$ cat src/rtl/dff_defines.svh
/*
 Widths, register offsets, field positions and reset values
 of the storage element family.
 Assumes inclusion by bare name from package and modules.
*/
`ifndef DFF_DEFINES_SVH
`define DFF_DEFINES_SVH

`define DFF_WIDE_W       16
`define DFF_NARROW_W     4
`define DFF_BUS_AW       8
`define DFF_BUS_DW       32
`define DFF_REG_CTRL     8'h00
`define DFF_REG_WIDE     8'h04
`define DFF_REG_NARROW   8'h08
`define DFF_CTRL_W       2
`define DFF_CTRL_INV_BIT 0
`define DFF_CTRL_SW_BIT  1
`define DFF_CTRL_RST     2'h0
`define DFF_RDATA_RST    32'h0000_0000
`define DFF_INIT_DEF     1'b0
`define DFF_NARROW_PAD   22

`endif

$ cat src/rtl/dff_pkg.sv
/*
 Types shared by the storage element family.
 Assumes the defines header sits beside it.
*/
`include "dff_defines.svh"

package dff_pkg;

	typedef enum logic [1:0]
	{
		DFF_EDGE_RISE = 2'b01,
		DFF_EDGE_FALL = 2'b10
	} dff_edge_type;

	typedef enum logic [1:0]
	{
		DFF_RST_CLEAR = 2'b01,
		DFF_RST_SYNC  = 2'b10
	} dff_rst_type;

	typedef struct packed
	{
		logic [`DFF_CTRL_W-1:0]  ctrl;
		logic [`DFF_BUS_DW-1:0]  rdata;
	} dff_top_state_type;

endpackage : dff_pkg

$ cat src/rtl/dff_bit_store.sv
/*
 One-bit D flip-flop, capturing on the rising or falling
 clock edge. Assumes rst_n already merges power-on and
 global set/reset.
*/
`timescale 1ns/1ps
`include "dff_defines.svh"

module dff_bit_store #(
	parameter dff_pkg::dff_edge_type EDGE = dff_pkg::DFF_EDGE_RISE,
	parameter logic                  INIT = `DFF_INIT_DEF
)(
	input  wire logic clk,
	input  wire logic rst_n,
	input  wire logic d,
	output logic      q
);
	import dff_pkg::*;

	typedef struct packed
	{
		logic q;
	} dff_bit_state_type;

	dff_bit_state_type state_q;
	dff_bit_state_type state_d;

	always_comb
	begin
		state_d.q = d;
	end

	generate
		if (EDGE == DFF_EDGE_FALL)
		begin : g_fall
			always_ff @(negedge clk or negedge rst_n)
			begin
				if (!rst_n)
					state_q <= INIT;
				else
					state_q <= state_d;
			end
		end
		else
		begin : g_rise
			always_ff @(posedge clk or negedge rst_n)
			begin
				if (!rst_n)
					state_q <= INIT;
				else
					state_q <= state_d;
			end
		end
	endgenerate

	assign q = state_q.q;

endmodule : dff_bit_store

$ cat src/rtl/dff_data_reg.sv
/*
 Data register with clock enable and either asynchronous
 clear (through rst_n) or synchronous reset (srst).
 Assumes the owner folds any asynchronous clear into rst_n.
*/
`timescale 1ns/1ps
`include "dff_defines.svh"

module dff_data_reg #(
	parameter int                   WIDTH = `DFF_NARROW_W,
	parameter dff_pkg::dff_rst_type STYLE = dff_pkg::DFF_RST_CLEAR
)(
	input  wire logic             clk,
	input  wire logic             rst_n,
	input  wire logic             ce,
	input  wire logic             srst,
	input  wire logic [WIDTH-1:0] d,
	output logic      [WIDTH-1:0] q
);
	import dff_pkg::*;

	typedef struct packed
	{
		logic [WIDTH-1:0] q;
	} dff_reg_state_type;

	dff_reg_state_type state_q;
	dff_reg_state_type state_d;

	always_comb
	begin
		state_d = state_q;
		if (STYLE == DFF_RST_SYNC && srst)
			state_d.q = '0;
		else if (ce)
			state_d.q = d;
	end

	always_ff @(posedge clk or negedge rst_n)
	begin
		if (!rst_n)
			state_q <= '0;
		else
			state_q <= state_d;
	end

	assign q = state_q.q;

endmodule : dff_data_reg

$ cat src/rtl/dff_family.sv
/*
 Storage element family: rising and falling one-bit
 flip-flops, 16-bit and 4-bit registers with clock enable
 and asynchronous clear or synchronous reset, plus a small
 software port for global set/reset control and readback.
 Assumes all inputs are synchronous to MCLK, except the
 asynchronous clears, global set/reset and RST_N.
*/
// Chosen here: the register addresses and the strobed register port.
`timescale 1ns/1ps
`include "dff_defines.svh"

// How it works
// - The rising one-bit element copies its input at each rising edge.
// - The falling one-bit element copies its input at each falling edge.
// - Each one-bit element has an initial value of 0 or 1, default 0.
// - At power-up the registers read low and each one-bit element reads its initial value before any clock edge.
// - Global set/reset acts as power-on, high active unless inverted.
// - The clear register loads its data when enabled and not cleared.
// - A high asynchronous clear forces the outputs low at once.
// - With enable low and no clear or reset, the outputs hold.
// - A high synchronous reset zeroes the outputs at a rising edge.
// - The reset register loads its data when enabled and not reset.
// - The wide registers hold sixteen bits each.
// - The narrow registers hold four bits each.
// - Each output bit takes the data bit of the same index.
module dff_family #(
	parameter logic RISE_INIT = `DFF_INIT_DEF,
	parameter logic FALL_INIT = `DFF_INIT_DEF
)(
	input  wire logic                     MCLK,
	input  wire logic                     RST_N,
	input  wire logic                     GLOBAL_SET_RESET,
	input  wire logic                     RISE_D,
	output logic                          RISE_Q,
	input  wire logic                     FALL_D,
	output logic                          FALL_Q,
	input  wire logic                     WC_CE,
	input  wire logic                     WC_ASYNC_CLEAR_IN,
	input  wire logic [`DFF_WIDE_W-1:0]   WC_D,
	output logic      [`DFF_WIDE_W-1:0]   WC_Q,
	input  wire logic                     WS_CE,
	input  wire logic                     WS_SYNC_RESET,
	input  wire logic [`DFF_WIDE_W-1:0]   WS_D,
	output logic      [`DFF_WIDE_W-1:0]   WS_Q,
	input  wire logic                     NC_CE,
	input  wire logic                     NC_ASYNC_CLEAR_IN,
	input  wire logic [`DFF_NARROW_W-1:0] NC_D,
	output logic      [`DFF_NARROW_W-1:0] NC_Q,
	input  wire logic                     NS_CE,
	input  wire logic                     NS_SYNC_RESET,
	input  wire logic [`DFF_NARROW_W-1:0] NS_D,
	output logic      [`DFF_NARROW_W-1:0] NS_Q,
	input  wire logic [`DFF_BUS_AW-1:0]   ADDR,
	input  wire logic [`DFF_BUS_DW-1:0]   WR_DATA,
	input  wire logic                     WR_STB,
	input  wire logic                     RD_STB,
	output logic      [`DFF_BUS_DW-1:0]   RD_DATA
);
	import dff_pkg::*;

	dff_top_state_type state_q;
	dff_top_state_type state_d;

	logic gsr_on;
	logic elem_rst_n;
	logic wc_rst_n;
	logic nc_rst_n;

	assign gsr_on = (GLOBAL_SET_RESET
		^ state_q.ctrl[`DFF_CTRL_INV_BIT])
		| state_q.ctrl[`DFF_CTRL_SW_BIT];

	// power-on and global set/reset clear the registers and load INIT into the one-bit elements
	assign elem_rst_n = RST_N & ~gsr_on;

	assign wc_rst_n = elem_rst_n & ~WC_ASYNC_CLEAR_IN;
	assign nc_rst_n = elem_rst_n & ~NC_ASYNC_CLEAR_IN;

	dff_bit_store #(
		.EDGE (DFF_EDGE_RISE),
		.INIT (RISE_INIT)
	) rising_edge_bit_store (
		.clk   (MCLK),
		.rst_n (elem_rst_n),
		.d     (RISE_D),
		.q     (RISE_Q)
	);

	// same element on the falling edge
	dff_bit_store #(
		.EDGE (DFF_EDGE_FALL),
		.INIT (FALL_INIT)
	) falling_edge_bit_store (
		.clk   (MCLK),
		.rst_n (elem_rst_n),
		.d     (FALL_D),
		.q     (FALL_Q)
	);

	dff_data_reg #(
		.WIDTH (`DFF_WIDE_W),
		.STYLE (DFF_RST_CLEAR)
	) wide_register_with_clear (
		.clk   (MCLK),
		.rst_n (wc_rst_n),
		.ce    (WC_CE),
		.srst  (1'b0),
		.d     (WC_D),
		.q     (WC_Q)
	);

	dff_data_reg #(
		.WIDTH (`DFF_WIDE_W),
		.STYLE (DFF_RST_SYNC)
	) wide_register_with_sync_reset (
		.clk   (MCLK),
		.rst_n (elem_rst_n),
		.ce    (WS_CE),
		.srst  (WS_SYNC_RESET),
		.d     (WS_D),
		.q     (WS_Q)
	);

	dff_data_reg #(
		.WIDTH (`DFF_NARROW_W),
		.STYLE (DFF_RST_CLEAR)
	) narrow_register_with_clear (
		.clk   (MCLK),
		.rst_n (nc_rst_n),
		.ce    (NC_CE),
		.srst  (1'b0),
		.d     (NC_D),
		.q     (NC_Q)
	);

	dff_data_reg #(
		.WIDTH (`DFF_NARROW_W),
		.STYLE (DFF_RST_SYNC)
	) narrow_register_with_sync_reset (
		.clk   (MCLK),
		.rst_n (elem_rst_n),
		.ce    (NS_CE),
		.srst  (NS_SYNC_RESET),
		.d     (NS_D),
		.q     (NS_Q)
	);

	// register port: data only in the cycle after a read
	always_comb
	begin
		state_d       = state_q;
		state_d.rdata = `DFF_RDATA_RST;
		if (WR_STB && ADDR == `DFF_REG_CTRL)
			state_d.ctrl = WR_DATA[`DFF_CTRL_W-1:0];
		if (RD_STB)
		begin
			case (ADDR)
				`DFF_REG_CTRL:
					state_d.rdata = {{(`DFF_BUS_DW-`DFF_CTRL_W){1'b0}},
						state_q.ctrl};
				`DFF_REG_WIDE:
					state_d.rdata = {WS_Q, WC_Q};
				`DFF_REG_NARROW:
					state_d.rdata = {{`DFF_NARROW_PAD{1'b0}},
						FALL_Q, RISE_Q, NS_Q, NC_Q};
				default:
					state_d.rdata = `DFF_RDATA_RST;
			endcase
		end
	end

	// control register survives software set/reset, so it can clear it
	always_ff @(posedge MCLK or negedge RST_N)
	begin
		if (!RST_N)
		begin
			state_q.ctrl  <= `DFF_CTRL_RST;
			state_q.rdata <= `DFF_RDATA_RST;
		end
		else
			state_q <= state_d;
	end

	assign RD_DATA = state_q.rdata;

	logic quiet;
	assign quiet = ~gsr_on;
endmodule : dff_family

$ cat config.mk
export PLATFORM = sky130hd
export DESIGN_NAME = dff_family
export DESIGN_NICKNAME = d
export VERILOG_FILES = /design/src/rtl/dff_pkg.sv /design/src/rtl/dff_bit_store.sv /design/src/rtl/dff_data_reg.sv /design/src/rtl/dff_family.sv
export VERILOG_INCLUDE_DIRS = /design/src /design/src/rtl
export SDC_FILE = /design/constraint.sdc
export NUM_CORES = 1
export LEC_CHECK = 0
export BUFFER_PORTS_ARGS = -buffer_cell sky130_fd_sc_hd__buf_2
export CAP_MARGIN = 40
export CORE_UTILIZATION = 45
export DETAILED_ROUTE_END_ITERATION = 7
export MAX_ROUTING_LAYER = met4
export PLACE_DENSITY = 0.81
export SYNTH_ARGS = -nofsm -noshare
export SYNTH_HDL_FRONTEND = slang
export SYNTH_SLANG_ARGS = --single-unit
$ cat constraint.sdc
create_clock -name MCLK -period 1.8 [get_ports MCLK]
set_input_delay 0.09 -clock MCLK [delete_from_list [all_inputs] [get_ports MCLK]]
set_output_delay 0.09 -clock MCLK [all_outputs]
set_load 0.03 [all_outputs]
* Word level (Yosys, flattened, before mapping) *
Cells that the tools add are included.

storage, ports and cells
  input port bits = 95
  bits in registers = 76
  output and inout bits = 74
  word-level logic and storage cells = 28

operators by class
  reductions and logical operators = 4
  muxes and demuxes = 6
  equal/unequal tests = 2
  bitwise logic cells = 8

operators with widths
  kind                                                              number
  32-bit case mux with 3 select lines                               1
  16-bit two-way mux                                                2
  32-bit two-way mux                                                1
  8-bit by 3-bit == test with 1-bit output (second input constant)  1
  8-bit by 4-bit == test with 1-bit output (second input constant)  1
  8-bit zero test                                                   1
  4-bit two-way mux                                                 2
  2-bit nonzero test                                                2
  1-bit bitwise AND                                                 3
  1-bit inverter                                                    3
  1-bit logical AND                                                 1
  1-bit bitwise OR                                                  1
  1-bit bitwise XOR                                                 1

* Longest topological paths before layout *
  depth after elaboration = 5
  gate-level depth with buffers = 5
  gate-level depth less buffers = 3

* Hierarchy *
From an unflattened synthesis, not the netlist that was laid out.

unflattened totals
  cell total of the unflattened synthesis = 241
  area, all modules = 3,198.1 µm²

by module, submodules not included
  module                                           cells each  area an instance (µm²)  sequential area each (µm²)  instances
  dff_family                                       132         1,532.7                 850.8                       1
  dff_data_reg at wide_register_with_sync_reset    52          660.6                   400.4                       1
  dff_data_reg at wide_register_with_clear         34          649.4                   400.4                       1
  dff_data_reg at narrow_register_with_sync_reset  13          160.2                   100.1                       1
  dff_data_reg at narrow_register_with_clear       8           145.1                   100.1                       1
  dff_bit_store                                    1           25.0                    25.0                        2

==> flow_metrics.tcl <==
set metrics [dict create \
    outcome "finished with violations" \
    violations "negative setup slack" \
    port_buffers 138 \
    rrSetupSlack_ns 0.19 \
    cp.arrival_ns 1.81 \
    grt_start_max_net_pins 35 \
    area_growth_pct 36.9 \
    peakVddDrop_mv 0.584 \
    hold_path.class "primary input to flop" \
    r2r-end "RD_DATA[9]$_DFF_PN0_" \
    ys_warn_count 0 \
    ys_seq_area_share_pct 60.8 \
    synth_area_leaders "dfrtp_1 60%, mux2_2 7.9%, buf_4 7.7%, mux2i_1 7.0%, nor2_1 3.8%" \
    antenna_cells 0 \
    gr-total-overflow 0 \
    grt_pass1_wl_um 11400 \
    setup_viol 1 \
    cts.path.max_buffers 2 \
    r2r_cells 2 \
    start_util_pct 46.3 \
    wl_per_cell_um 15.2 \
    drc 0 \
    setup_ws_ns -0.105 \
    synth.distinct_cells 25 \
    clock_skew_ns 0.0148 \
    p_leak_nw 2.33 \
    die_area_mm2 0.00729 \
    hold_viol_final 0 \
    cp-start-kind "flop" \
    n_fill_cell 544 \
    cts_tree "built" \
    first_pass_iters 4 \
    path_buf_inv 1 \
    crit_chain "buf_6" \
    synth_top_area_share_pct 60.0 \
    ctsRootBufferMaster "clkbuf_8" \
    grtUsageTotal_pct 21.6 \
    drive_above_1_share_pct 50.6 \
    max_slew_margin_pct 65.7 \
    hold_slack_ns 0.0160 \
    clk_pin_slew_ns 0.08 \
    numCtsBuffers 9 \
    syn_avg_cell_area_um2 13.0 \
    viasPerCell 4.72 \
    r2r-start "falling_edge_bit_store.q$_DFF_NP0_" \
    maxSlewViolCount 0 \
    grt_pass1_vias 2352 \
    rows 30 \
    final_antenna_net_count 0 \
    startpoint "falling_edge_bit_store.q$_DFF_NP0_" \
    place_congestion 0.838 \
    synth_nets 335 \
    critical_path_peak_fanout 2 \
    maxCapViolCount 0 \
    drt_iter0_drc 51 \
    yosysTopAreaCell "dfrtp_1" \
    die_w_um 85.4 \
    synthesis.area_mm2 0.00313 \
    ios 169 \
    grt_setup_unrepaired "yes" \
    nNetsFinal 483 \
    grt_antenna_before_repair 0 \
    critical_path.endpoint "FALL_Q" \
    coreArea_mm2 0.00676 \
    cp_slowest_cell "dfrtn_1" \
    drt_wl_total_um 7200 \
    total_power_w 0.00401 \
    worst_slew_pin_slew_ns 0.515 \
    critPathRequiredTime_ns 1.71 \
    path_class "flop to output port" \
    endpoint_kind "output port" \
    clock_sinks 76 \
    cp_num_cells 1 \
    fin_tns_setup_ns -0.105 \
    vias 2234 \
    die_h_um 85.4 \
    postCtsSetupBuffers 0 \
    power.density_mw_per_mm2 936 \
    finalNonFillerCells 473 \
    dp_cells 418 \
    place_hpwl_um 4690 \
    synth_cells 240 \
    crit_family "flip-flops" \
    synth_seq_cells 76 \
    cpPeakStageDelay_ns 0.45 \
    clock_latency_ns 0.33 \
    h-tree-depth 3 \
]
-- stage by stage --
stage	utilization (%)	cell area, um^2	setup slack [ns]
detailed placement	53.9	3640	0.208
global route	63.4	4290	-0.130
floorplan	-	3130	0.0821
CTS	63.4	4290	-0.103
global placement	53.9	3640	0.220
finish	63.4	4290	-0.105
-- flip-flops by register name, summed over array words and instances, names as in the netlist --
name and flops:
falling_edge_bit_store.q 1, wide_register_with_clear.q 16, state_q 2, narrow_register_with_sync_reset.q 4, narrow_register_with_clear.q 4, rising_edge_bit_store.q 1
RD_DATA 32, wide_register_with_sync_reset.q 16
-- layout make-up --
cell class              count  area [um^2]  share of cell area, %
flip-flops and latches     76         1900                   44.4
repair buffers            180         1110                   25.9
well taps                  80          100                   2.34
clock buffers              12          155                   3.62
multi-input cells         120          916                   21.4
inverters                   1         7.51                  0.175
clock inverters             4         95.1                   2.22
-- cell usage after synthesis --
library cell,count
buf_1,1
nor2_1,32
dfrtp_1,75
nand4_1,1
clkbuf_1,3
a21oi_1,2
buf_6,3
a22oi_1,8
and2b_2,1
nor2b_4,1
nand2_1,2
or2_2,2
and2_1,8
nand3_1,1
and2_2,14
dfrtn_1,1
mux2_2,22
xnor2_1,1
mux2i_1,22
nor4_4,1
nand3b_1,1
inv_1,1
and4_4,1
buf_2,4
buf_4,32
-- where the power goes --
part	internal (W)	total [W]	switching [W]
clock	0.000996	0.00160	0.000600
combinational	0.000246	0.000577	0.000331
sequential	0.00178	0.00184	0.0000558
total	0.00302	0.00401	0.000986
-- kinds of logic after synthesis --
| kind of cell | after synthesis | synth area share [%] |
|---|---|---|
| flops | 76 | 60.8 |
| simple gates | 65 | 11.8 |
| mux | 44 | 14.9 |
| buf+inv | 44 | 9.99 |
| compound gates | 10 | 2.24 |
| xor+xnor | 1 | 0.280 |
-- metal layers --
metal,track usage [%],share of wire (%)
met5,-,0
met2,38.2,53
met3,3.40,3.3
met1,23.6,41
met4,10.8,2.7
-- how the worst min path moves through the flow --
stage | startpoint | end | slack, ns | cells after the start
after floorplan | RST_N | RD_DATA[0]$_DFF_PN0_ | -0.21 | 0
after CTS | WS_D[10] | wide_register_with_sync_reset.q[10]$_DFFE_PP0P_ | 0.002 | 3
final | WS_D[15] | wide_register_with_sync_reset.q[15]$_DFFE_PP0P_ | 0.02 | 3
after global routing | WS_D[15] | wide_register_with_sync_reset.q[15]$_DFFE_PP0P_ | 0.02 | 3
after detailed placement | NC_ASYNC_CLEAR_IN | narrow_register_with_clear.q[1]$_DFFE_PN0P_ | 0.13 | 2
after global placement | NC_ASYNC_CLEAR_IN | narrow_register_with_clear.q[1]$_DFFE_PN0P_ | 0.11 | 2
-- repair_timing --
item / CTS / global route
setup endpoints to repair: 1 / 1
gates resized for setup: 2 / 0
hold buffers: 39 / 0
endpoints found under the hold margin: 90 / 0
-- placed cells by master, fill, tap and decap left out, types with 2 or more instances in the layout --
cell	instances
nor2_1	32
buf_4	3
clkbuf_8	11
or2_2	2
mux2_2	22
dfrtp_1	75
a22oi_1	8
and2_2	14
buf_2	137
bufinv_16	3
nand2_1	2
and2_1	8
dlygate4sd3_1	39
a21oi_1	2
mux2i_1	22
No activity file was read; power rests on OpenSTA's default activity.
